===== config.mk =====
export PLATFORM = sky130hd
export DESIGN_NAME = ppmc_top
export DESIGN_NICKNAME = d
export VERILOG_FILES = /design/src/rtl/ppmc_pkg.sv /design/src/rtl/ppmc_state_if.sv /design/src/rtl/ppmc_state_reg.sv /design/src/rtl/ppmc_top.sv
export SDC_FILE = /design/constraint.sdc
export NUM_CORES = 1
export LEC_CHECK = 0
export BUFFER_PORTS_ARGS = -buffer_cell sky130_fd_sc_hd__buf_2
export CAP_MARGIN = 20
export CORE_ASPECT_RATIO = 0.6
export CORE_UTILIZATION = 26
export DETAILED_ROUTE_END_ITERATION = 8
export PLACE_DENSITY = 0.75
export SLEW_MARGIN = 25
export SYNTH_ARGS = -nofsm -noshare
export SYNTH_HDL_FRONTEND = slang
export SYNTH_SLANG_ARGS = --single-unit

===== constraint.sdc =====
create_clock -name core_clk -period 1.04 [get_ports core_clk]
set_input_delay 0.208 -clock core_clk [delete_from_list [all_inputs] [get_ports core_clk]]
set_output_delay 0.208 -clock core_clk [all_outputs]
set_load 0.005 [all_outputs]

===== src/rtl/ppmc_pkg.sv =====
// Constants and types shared by the power-management capability block.
package ppmc_pkg;

	// ----------------------------------------------------------------
	// Configuration access geometry
	// ----------------------------------------------------------------
	localparam int CFG_ADDR_W = 8;
	localparam int CFG_DATA_W = 32;
	localparam int CFG_BE_W   = 4;

	// ----------------------------------------------------------------
	// Register offsets (byte addresses in configuration space)
	// ----------------------------------------------------------------
	localparam logic [7:0] CAPABILITY_IDENTIFIER_OFFSET     = 8'hDC;
	localparam logic [7:0] LINK_OFFSET       = 8'hDD;
	localparam logic [7:0] PWR_CAP_OFFSET    = 8'hDE;
	localparam logic [7:0] PWR_CTL_OFFSET    = 8'hE0;
	localparam logic [7:0] DWORD_ADDR_MASK   = 8'hFC;
	localparam int         LINK_LANE_LSB     = 8;
	localparam int         PWR_CAP_LANE_LSB  = 16;
	localparam int         PS_BYTE_LANE      = 0;

	// ----------------------------------------------------------------
	// Fixed values and field positions
	// ----------------------------------------------------------------
	localparam logic [7:0]  CAPABILITY_IDENTIFIER_VALUE       = 8'h01;
	localparam logic [7:0]  LINK_VALUE         = 8'h00;
	localparam logic [4:0]  WAKE_SUPPORT_VALUE = 5'h00;
	localparam logic [2:0]  VERSION_VALUE      = 3'h2;
	localparam int          WAKE_SUPPORT_LSB   = 11;
	localparam int          DEEP_STATE_BIT     = 10;
	localparam int          LIGHT_STATE_BIT    = 9;
	localparam int          DEV_INIT_BIT       = 5;
	localparam int          WAKE_CLK_BIT       = 3;
	localparam int          VERSION_LSB        = 0;
	localparam int          WAKE_STATUS_BIT    = 15;
	localparam int          WAKE_ENABLE_BIT    = 8;
	localparam int          PS_LSB             = 0;
	localparam int          PS_W               = 2;
	localparam logic [15:0] ZERO_HALF          = 16'h0000;
	localparam logic [31:0] ZERO_WORD          = 32'h0000_0000;

	// ----------------------------------------------------------------
	// Power state encoding
	// ----------------------------------------------------------------
	typedef enum logic [1:0] {
		PPMC_D0      = 2'b00,
		PPMC_D1_RSVD = 2'b01,
		PPMC_D2_RSVD = 2'b10,
		PPMC_D3HOT   = 2'b11
	} ppmc_pstate_e;

endpackage


===== src/rtl/ppmc_state_if.sv =====
// Interface between the configuration decoder and the power-state holder.
`timescale 1ns/100ps
interface ppmc_state_if;
	import ppmc_pkg::*;

	logic         wr_en;     // Accepted write to the power state field.
	ppmc_pstate_e wr_state;  // Value written by the host.
	logic         flag_clr;  // Core clears the changed flag.
	ppmc_pstate_e state_q;   // Current power state.
	logic         flag_q;    // Sticky power-state-changed flag.

	modport owner (
		input  wr_en,
		input  wr_state,
		input  flag_clr,
		output state_q,
		output flag_q
	);

	modport user (
		output wr_en,
		output wr_state,
		output flag_clr,
		input  state_q,
		input  flag_q
	);
endinterface


===== src/rtl/ppmc_state_reg.sv =====
// Power state field and its sticky change flag.
`timescale 1ns/100ps
module ppmc_state_reg (
	input  wire logic   core_clk,
	input  wire logic   reset,
	ppmc_state_if.owner st
);
	import ppmc_pkg::*;

	ppmc_pstate_e state_d;
	ppmc_pstate_e state_q;
	logic         flag_d;
	logic         flag_q;

	// ----------------------------------------------------------------
	// Next state
	// ----------------------------------------------------------------
	// Reserved codes are dropped so software never sees an unsupported state.
	always_comb begin
		state_d = state_q;
		if (st.wr_en && (st.wr_state == PPMC_D0 || st.wr_state == PPMC_D3HOT)) begin
			state_d = st.wr_state;
		end
		// A change arriving with a clear still sets the flag, so no event is lost.
		flag_d = flag_q & ~st.flag_clr;
		if (state_d != state_q) begin
			flag_d = 1'b1;
		end
	end

	// Registers with asynchronous reset.
	always_ff @(posedge core_clk or posedge reset) begin
		if (reset) begin
			state_q <= PPMC_D0;
			flag_q  <= 1'b0;
		end else begin
			state_q <= state_d;
			flag_q  <= flag_d;
		end
	end

	assign st.state_q = state_q;
	assign st.flag_q  = flag_q;
endmodule // ppmc_state_reg


===== src/rtl/ppmc_top.sv =====
// Power-management capability entry of the satellite configuration space.
//
// Contract
// Link pointer byte is read-only zero, ending the capability list.
// Five-bit wake support field reads fixed zero.
// Deep intermediate state support bit reads zero.
// Light state support bit reads zero.
// Device-specific initialization bit reads fixed zero.
// Wake-needs-bus-clock bit reads fixed zero.
// Three-bit interface version field reads fixed two.
// Wake event status bit reads zero and does nothing.
// Wake event enable bit reads zero and does nothing.
// Host selects power state in two-bit field; resets D0; 11 is D3hot.
// Any change of the power state sets the changed flag.
// The changed flag can raise a power-state interrupt to the core.
// Current power state is mirrored to a core-readable status field.
// Host reaches these registers only while in satellite mode.
// Capability identifier byte reads fixed 0x01.
// Reserved bits read zero; writes to them are ignored.
// Only host writes to the power state field alter stored state.
`timescale 1ns/100ps
module ppmc_top (
	input  wire logic                              core_clk,
	input  wire logic                              reset,
	input  wire logic                              satellite_mode,
	input  wire logic                              cfg_req,
	input  wire logic                              cfg_write,
	input  wire logic [ppmc_pkg::CFG_ADDR_W-1:0]   cfg_addr,
	input  wire logic [ppmc_pkg::CFG_BE_W-1:0]     cfg_byte_en,
	input  wire logic [ppmc_pkg::CFG_DATA_W-1:0]   cfg_wdata,
	output logic      [ppmc_pkg::CFG_DATA_W-1:0]   cfg_rdata,
	output logic                                   cfg_ack,
	input  wire logic                              flag_clear,
	input  wire logic                              irq_enable,
	output logic                                   power_state_changed_flag,
	output logic                                   power_state_irq,
	output logic      [ppmc_pkg::PS_W-1:0]         satellite_power_state
);
	import ppmc_pkg::*;

	ppmc_state_if st ();

	logic                  accept;
	logic                  hit_cap;
	logic                  hit_ctl;
	logic [CFG_DATA_W-1:0] cap_word;
	logic [CFG_DATA_W-1:0] ctl_word;
	logic [CFG_DATA_W-1:0] rdata_d;
	logic [CFG_DATA_W-1:0] rdata_q;
	logic                  ack_d;
	logic                  ack_q;

	// ----------------------------------------------------------------
	// Address decode
	// ----------------------------------------------------------------
	// Configuration cycles are dword based, so the low address bits are ignored.
	function automatic logic ppmc_dword_hit(input logic [CFG_ADDR_W-1:0] addr,
		input logic [CFG_ADDR_W-1:0] base);
		ppmc_dword_hit = ((addr & DWORD_ADDR_MASK) == (base & DWORD_ADDR_MASK));
	endfunction

	// Outside satellite mode the host side is deaf: nothing is taken or answered.
	assign accept  = cfg_req & satellite_mode;
	assign hit_cap = ppmc_dword_hit(cfg_addr, CAPABILITY_IDENTIFIER_OFFSET);
	assign hit_ctl = ppmc_dword_hit(cfg_addr, PWR_CTL_OFFSET);

	// ----------------------------------------------------------------
	// Read images
	// ----------------------------------------------------------------
	// Capability dword: identifier, link pointer and the fixed capability word.
	always_comb begin
		cap_word = ZERO_WORD;
		cap_word[LINK_LANE_LSB-1:0] = CAPABILITY_IDENTIFIER_VALUE;
		cap_word[LINK_LANE_LSB +: 8] = LINK_VALUE;
		cap_word[PWR_CAP_LANE_LSB+WAKE_SUPPORT_LSB +: 5] = WAKE_SUPPORT_VALUE;
		cap_word[PWR_CAP_LANE_LSB+DEEP_STATE_BIT] = 1'b0;
		cap_word[PWR_CAP_LANE_LSB+LIGHT_STATE_BIT] = 1'b0;
		cap_word[PWR_CAP_LANE_LSB+DEV_INIT_BIT] = 1'b0;
		cap_word[PWR_CAP_LANE_LSB+WAKE_CLK_BIT] = 1'b0;
		cap_word[PWR_CAP_LANE_LSB+VERSION_LSB +: 3] = VERSION_VALUE;
	end

	// Control dword: only the power state is live; wake bits are tied low.
	always_comb begin
		ctl_word = ZERO_WORD;
		ctl_word[WAKE_STATUS_BIT] = 1'b0;
		ctl_word[WAKE_ENABLE_BIT] = 1'b0;
		ctl_word[PS_LSB +: PS_W] = st.state_q;
	end

	// ----------------------------------------------------------------
	// Access sequencing
	// ----------------------------------------------------------------
	// Every accepted cycle is answered one clock later; unmapped reads give zero.
	always_comb begin
		ack_d   = accept;
		rdata_d = rdata_q;
		if (accept && !cfg_write) begin
			if (hit_cap) begin
				rdata_d = cap_word;
			end else if (hit_ctl) begin
				rdata_d = ctl_word;
			end else begin
				rdata_d = ZERO_WORD;
			end
		end
	end

	// Answer registers.
	always_ff @(posedge core_clk or posedge reset) begin
		if (reset) begin
			ack_q   <= 1'b0;
			rdata_q <= ZERO_WORD;
		end else begin
			ack_q   <= ack_d;
			rdata_q <= rdata_d;
		end
	end

	// Writes land only in byte lane zero of the control dword; all else is dropped.
	assign st.wr_en    = accept & cfg_write & hit_ctl & cfg_byte_en[PS_BYTE_LANE];
	assign st.wr_state = ppmc_pstate_e'(cfg_wdata[PS_LSB +: PS_W]);
	assign st.flag_clr = flag_clear;

	ppmc_state_reg u_state (
		.core_clk (core_clk),
		.reset    (reset),
		.st       (st)
	);

	// ----------------------------------------------------------------
	// Core-side outputs
	// ----------------------------------------------------------------
	// The interrupt is a level that follows the sticky flag, gated by the core.
	assign power_state_changed_flag = st.flag_q;
	assign power_state_irq          = st.flag_q & irq_enable;
	assign satellite_power_state    = st.state_q;
	assign cfg_rdata                = rdata_q;
	assign cfg_ack                  = ack_q;
endmodule // ppmc_top


# After elaboration in Yosys (flattened, before gate mapping)
# Cells that the tools add are included.
[op_classes]
n_mul = 0
n_mux = 4
reduce_logical = 5
bitwise_logic = 7
n_lt_le_gt_ge = 0
n_eq_ne = 4
add_sub_neg = 0
div_mod_pow = 0
shift = 0
[ops]
columns = ["cell", "n"]
rows = [
  ["two-way mux 18 bit", 1],
  ["== test 6 bit, second input constant", 2],
  ["bitwise AND 1 bit", 6],
  ["two-way mux 2 bit", 2],
  ["== test 2 bit, second input constant", 1],
  ["logical AND 1 bit", 2],
  ["logical NOT 2 bit", 1],
  ["inequality test 2 bit", 1],
  ["logical NOT 1 bit", 1],
  ["logical OR 1 bit", 1],
  ["two-way mux 1 bit", 1],
  ["inverter 1 bit", 1],
]
[word_totals]
reg_bits = 36
out_inout_bits = 37
mem_bits_ro = 0
ram_bits = 0
inputBits = 51
n_memories = 0
latch_bits = 0

# Longest topological paths before layout
[depth]
depth_word = 8
depth_mapped = 3

# Cells and area by module
# Synthesis repeated with hierarchy kept, for this count alone.
[unflattened]
hier_cells = 70
area_unflattened_um2 = 599.3
[modules_own_cells]
columns = ["module", "area_per_inst_um2", "n_inst", "seq_area_each_um2", "cells_each"]
rows = [
  ["ppmc_top", 450.4, 1, 100.1, 53],
  ["ppmc_state_reg", 148.9, 1, 75.1, 17],
]

# Worst setup path after synthesis
# OpenSTA, ideal clock, no wires.
[synth_path]
path_type = "input port to flip-flop"
startpoint = "input cfg_addr[3] (netlist bit)"
endpoint = "register u_state.state_q[0], in the netlist u_state.st.state_q[0]"
cell_stages = 3
setup_ns = 0.125
t_required_ns = 0.915
arrival_ns = 1.068
slack_ns = -0.153
cell_sequence = "nor4b_4 and4bb_4 mux2_4"
[synth_via]
elab_chain_cells = 5
[synth_rtl]
columns = ["item", "line_no", "source"]
rows = [
  ["start: declaration", "ppmc_top.sv:28", "input wire logic [ppmc_pkg::CFG_ADDR_W-1:0] cfg_addr,"],
  ["== test 6 bit", "ppmc_top.sv:59", "ppmc_dword_hit = ((addr & DWORD_ADDR_MASK) == (base & DWORD_ADDR_MASK));"],
  ["bitwise AND 1 bit (2 in a row)", "ppmc_top.sv:121", "assign st.wr_en = accept & cfg_write & hit_ctl & cfg_byte_en[PS_BYTE_LANE];"],
  ["logical AND 1 bit", "ppmc_state_reg.sv:21", "if (st.wr_en && (st.wr_state == PPMC_D0 || st.wr_state == PPMC_D3HOT)) begin"],
  ["two-way mux 2 bit", "ppmc_state_reg.sv:21", ""],
  ["net u_state.state_d[0]", "ppmc_state_reg.sv:10", "ppmc_pstate_e state_d;"],
  ["end signal: assignment", "ppmc_state_reg.sv:37", "state_q <= state_d;"],
  ["end: declaration", "ppmc_state_reg.sv:11", "ppmc_pstate_e state_q;"],
]
# The timed path passes the listed nets, and every way through them passes these cells.
# A chain may end at the register's enable or synchronous reset.

# Final worst setup path
[layout_path]
startpoint = "register u_state.state_q[1], in the netlist u_state.st.state_q[1]"
endpoint = "register u_state.flag_q, in the netlist u_state.st.flag_q"
[layout_via]
elab_chain_cells = 3
[layout_rtl]
columns = ["item", "line_no", "source"]
rows = [
  ["two-way mux 2 bit", "ppmc_state_reg.sv:21", ""],
  ["inequality test 2 bit *", "ppmc_state_reg.sv:26", "if (state_d != state_q) begin"],
  ["two-way mux 1 bit *", "ppmc_state_reg.sv:26", ""],
  ["net u_state.flag_d", "ppmc_state_reg.sv:12", "logic flag_d;"],
  ["end signal: assignment", "ppmc_state_reg.sv:38", "flag_q <= flag_d;"],
  ["end: declaration", "ppmc_state_reg.sv:13", "logic flag_q;"],
]
# Mark *: on every way through the listed nets, which the timed path passes. The rest lies on a longest branch.

==> metrics <==
hold crit path type=in2reg; Crit. End Element=flop; io pins=88; violated checks=negative setup slack; Final Hold Viols=0; Final Cell Area=840 um^2; Final WS setup=-0.0666 ns; worst reg2reg path depth=2; Synth top area share=36.5%; status=finished, violations left; synth-to-layout area growth=40.7%; drt pass-1 iters=5; post-synthesis compound-gate area fraction=4.61%; R2R Setup Slk=-0.07 ns; GRT overflow=0; Detail Route Antenna Nets=0; Yosys reg bits=7; hpwl dp=1.01 mm; share of layout cells above drive strength 1=43.1%; Vias/cell=3.72; row count=13; Final nets=154; Tcrit/Tclk final=106%; WL met3=71 um; final setup violating endpoints=7; WHS Path Cells=3; CTS Buf Count=3; DIE HEIGHT=39.1 um; H-tree levels=1; Num Clock Sinks=7; CP max stage cell=dfrtp_1; leading area contributor after synthesis=buf_4; final worst path period need=1.11 ns; Fillers=222; CP arrival=1.21 ns; Diodes inserted=0; Synth Area in XOR/XNOR=1.47%; metal2 WL=627 um; Setup CP Type=reg2reg; Critical Path Stages=2; clock slew at reported path FFs=0.04 ns; total track usage=9.94%; Final Slew Violations=0; Area contributors post-synth=buf_4 (36%), dfrtp_1 (29%), mux2_4 (5.0%); max frequency=0.904 GHz; Cells after Synth=63; worst-skew pair later-pin latency=0.22 ns; DR WL/cell=9.05 um; Synth Area in Adders=0%; initial antenna violation count=0; P per Cell Area=962 mW/mm^2; first-pass GRT wire length=1.78 mm; post-synthesis sequential area ratio=29.4%; CTS tree=built; root buf cell=clkbuf_8; dpl ws=-0.351 ns; multiplexer share of the synthesized area=5.03%; I/O Buffers=23; CTS max path bufs=2; Buf+Inv Stages, Crit Path=0; Yosys warnings=0; met1 WL=489 um; Synth cell types=20; DRC=0; largest family of logic cells by synthesized area=buffers and inverters; critical path peak fanout=2; largest net degree at the start of global routing=8; die width=63.9 um; vias=491; worst-path cell chain=or3_1 -> a32o_2; Worst setup SP type=flop; Placer Congestion=0.730; peak supply drop=0.299 mV; First DRT Iteration DRCs=15; required time worst endpoint=1.15 ns; Lkg Pwr=0.470 nW; core box area=0.00216 mm^2; RSZ-0062 raised after global routing=yes; critical path's largest stage delay=0.37 ns; Top delay family on crit path=flip-flops; Synth Cell Area=597 um^2; final wirelength=1.19 mm; Die ar.=0.00250 mm^2; Starting Density=27.6%; Placed Area=689 um^2; top sig layer=met4; synthesized area per cell=9.47 um^2; number of global-route vias before repair=406; post-synthesis simple-gate area fraction=21.2%; Max-Cap Viols=0; Post-Route Skew=0.00103 ns
-- worst min-delay path: stages --
cell and delay [ns]:
buf_2 0.10, inv_1 0.04, a32o_2 0.11
-- cell usage after synthesis --
cell type,count
inv_1,2
and4bb_4,1
and3b_1,1
nor4b_4,1
nor2_1,1
and2_1,3
a32o_2,1
mux2_4,2
xor2_1,1
a31oi_1,1
nand3_1,3
dfrtp_1,7
or3_1,1
o21ai_0,2
nor2b_1,1
nand3b_1,1
nand2_1,2
conb_1,1
buf_4,29
nand4_1,2
-- metrics by stage --
step	power, mW	hold slack, ns	std cells	TNS, ns	utilization (%)
after floorplan	0.428	0.0114	91	-0.379	-
after global routing	0.845	0.293	132	-0.453	38.8
final	0.808	0.271	132	-0.270	38.8
after detailed placement	0.420	0.142	122	-0.842	31.9
after CTS	0.803	0.274	130	-0.267	37.1
after global placement	0.415	0.135	122	-0.757	31.9
-- layout by cell type (no fill, tap or decap) --
cell / count
or3_1: 1
conb_1: 29
buf_6: 6
dfrtp_1: 7
dlygate4sd3_1: 1
and2_4: 1
nand3_1: 3
and2_1: 2
buf_8: 1
nor2b_1: 1
buf_2: 18
nand2_1: 2
a31oi_1: 1
and4bb_4: 1
buf_12: 1
buf_4: 9
a32o_2: 1
and3b_1: 1
o21ai_0: 2
clkbuf_8: 3
mux2_4: 2
inv_1: 2
clkbuf_1: 1
nand3b_1: 1
nand4_1: 2
xor2_1: 1
nor4b_4: 1
nor2_1: 1
-- flip-flops by register name, indices dropped and copies added (netlist names) --
| signal | cells |
|---|---|
| u_state.st.flag_q | 1 |
| cfg_ack | 1 |
| cfg_rdata | 3 |
| u_state.st.state_q | 2 |
-- routing by layer --
layer  track usage [%]  vias up
li1                  -      229
met1              10.7      230
met2              19.1       30
met3              2.06        2
met4              5.11        0
met5                 0        -
-- timing repair --
action,in CTS,in global routing
endpoints found under the hold margin,7,0
gates resized for setup,5,5
pin swaps,4,4
setup buffers,3,2
hold buffers,1,0
setup endpoints to repair,6,7
-- area by class of cell --
cell class              instances  area [um^2]  area share (%)
multi-input cells              53          304            36.2
clock buffers                   4         45.0            5.37
inverters                       2         7.51           0.894
repair buffers                 36          270            32.2
well taps                      30         37.5            4.47
flip-flops and latches          7          175            20.9
-- worst paths after layout --
check                               endpoint                   from
max                        u_state.st.flag_q  u_state.st.state_q[1]
min                        u_state.st.flag_q             flag_clear
max in group asynchronous      cfg_rdata[17]                  reset
min reg2reg                     cfg_rdata[1]           cfg_rdata[1]
max reg2reg                u_state.st.flag_q  u_state.st.state_q[1]
min in group asynchronous  u_state.st.flag_q                  reset
-- cells by family (layout without fill, tap and decap cells) --
logic type / after synthesis / in the layout
compound gates: 4 / 4
xor+xnor: 1 / 1
buf+inv: 31 / 42
flops: 7 / 7
mux: 2 / 2
other cells: 1 / 29
simple gates: 17 / 17
-- where the power goes --
part | total, mW | internal [mW] | switching [mW] | leakage, nW
combinational | 0.146 | 0.0735 | 0.0725 | 0.353
sequential | 0.289 | 0.284 | 0.00530 | 0.0945
clock | 0.373 | 0.264 | 0.108 | 0.0228
(Power assumes the default switching activity.)
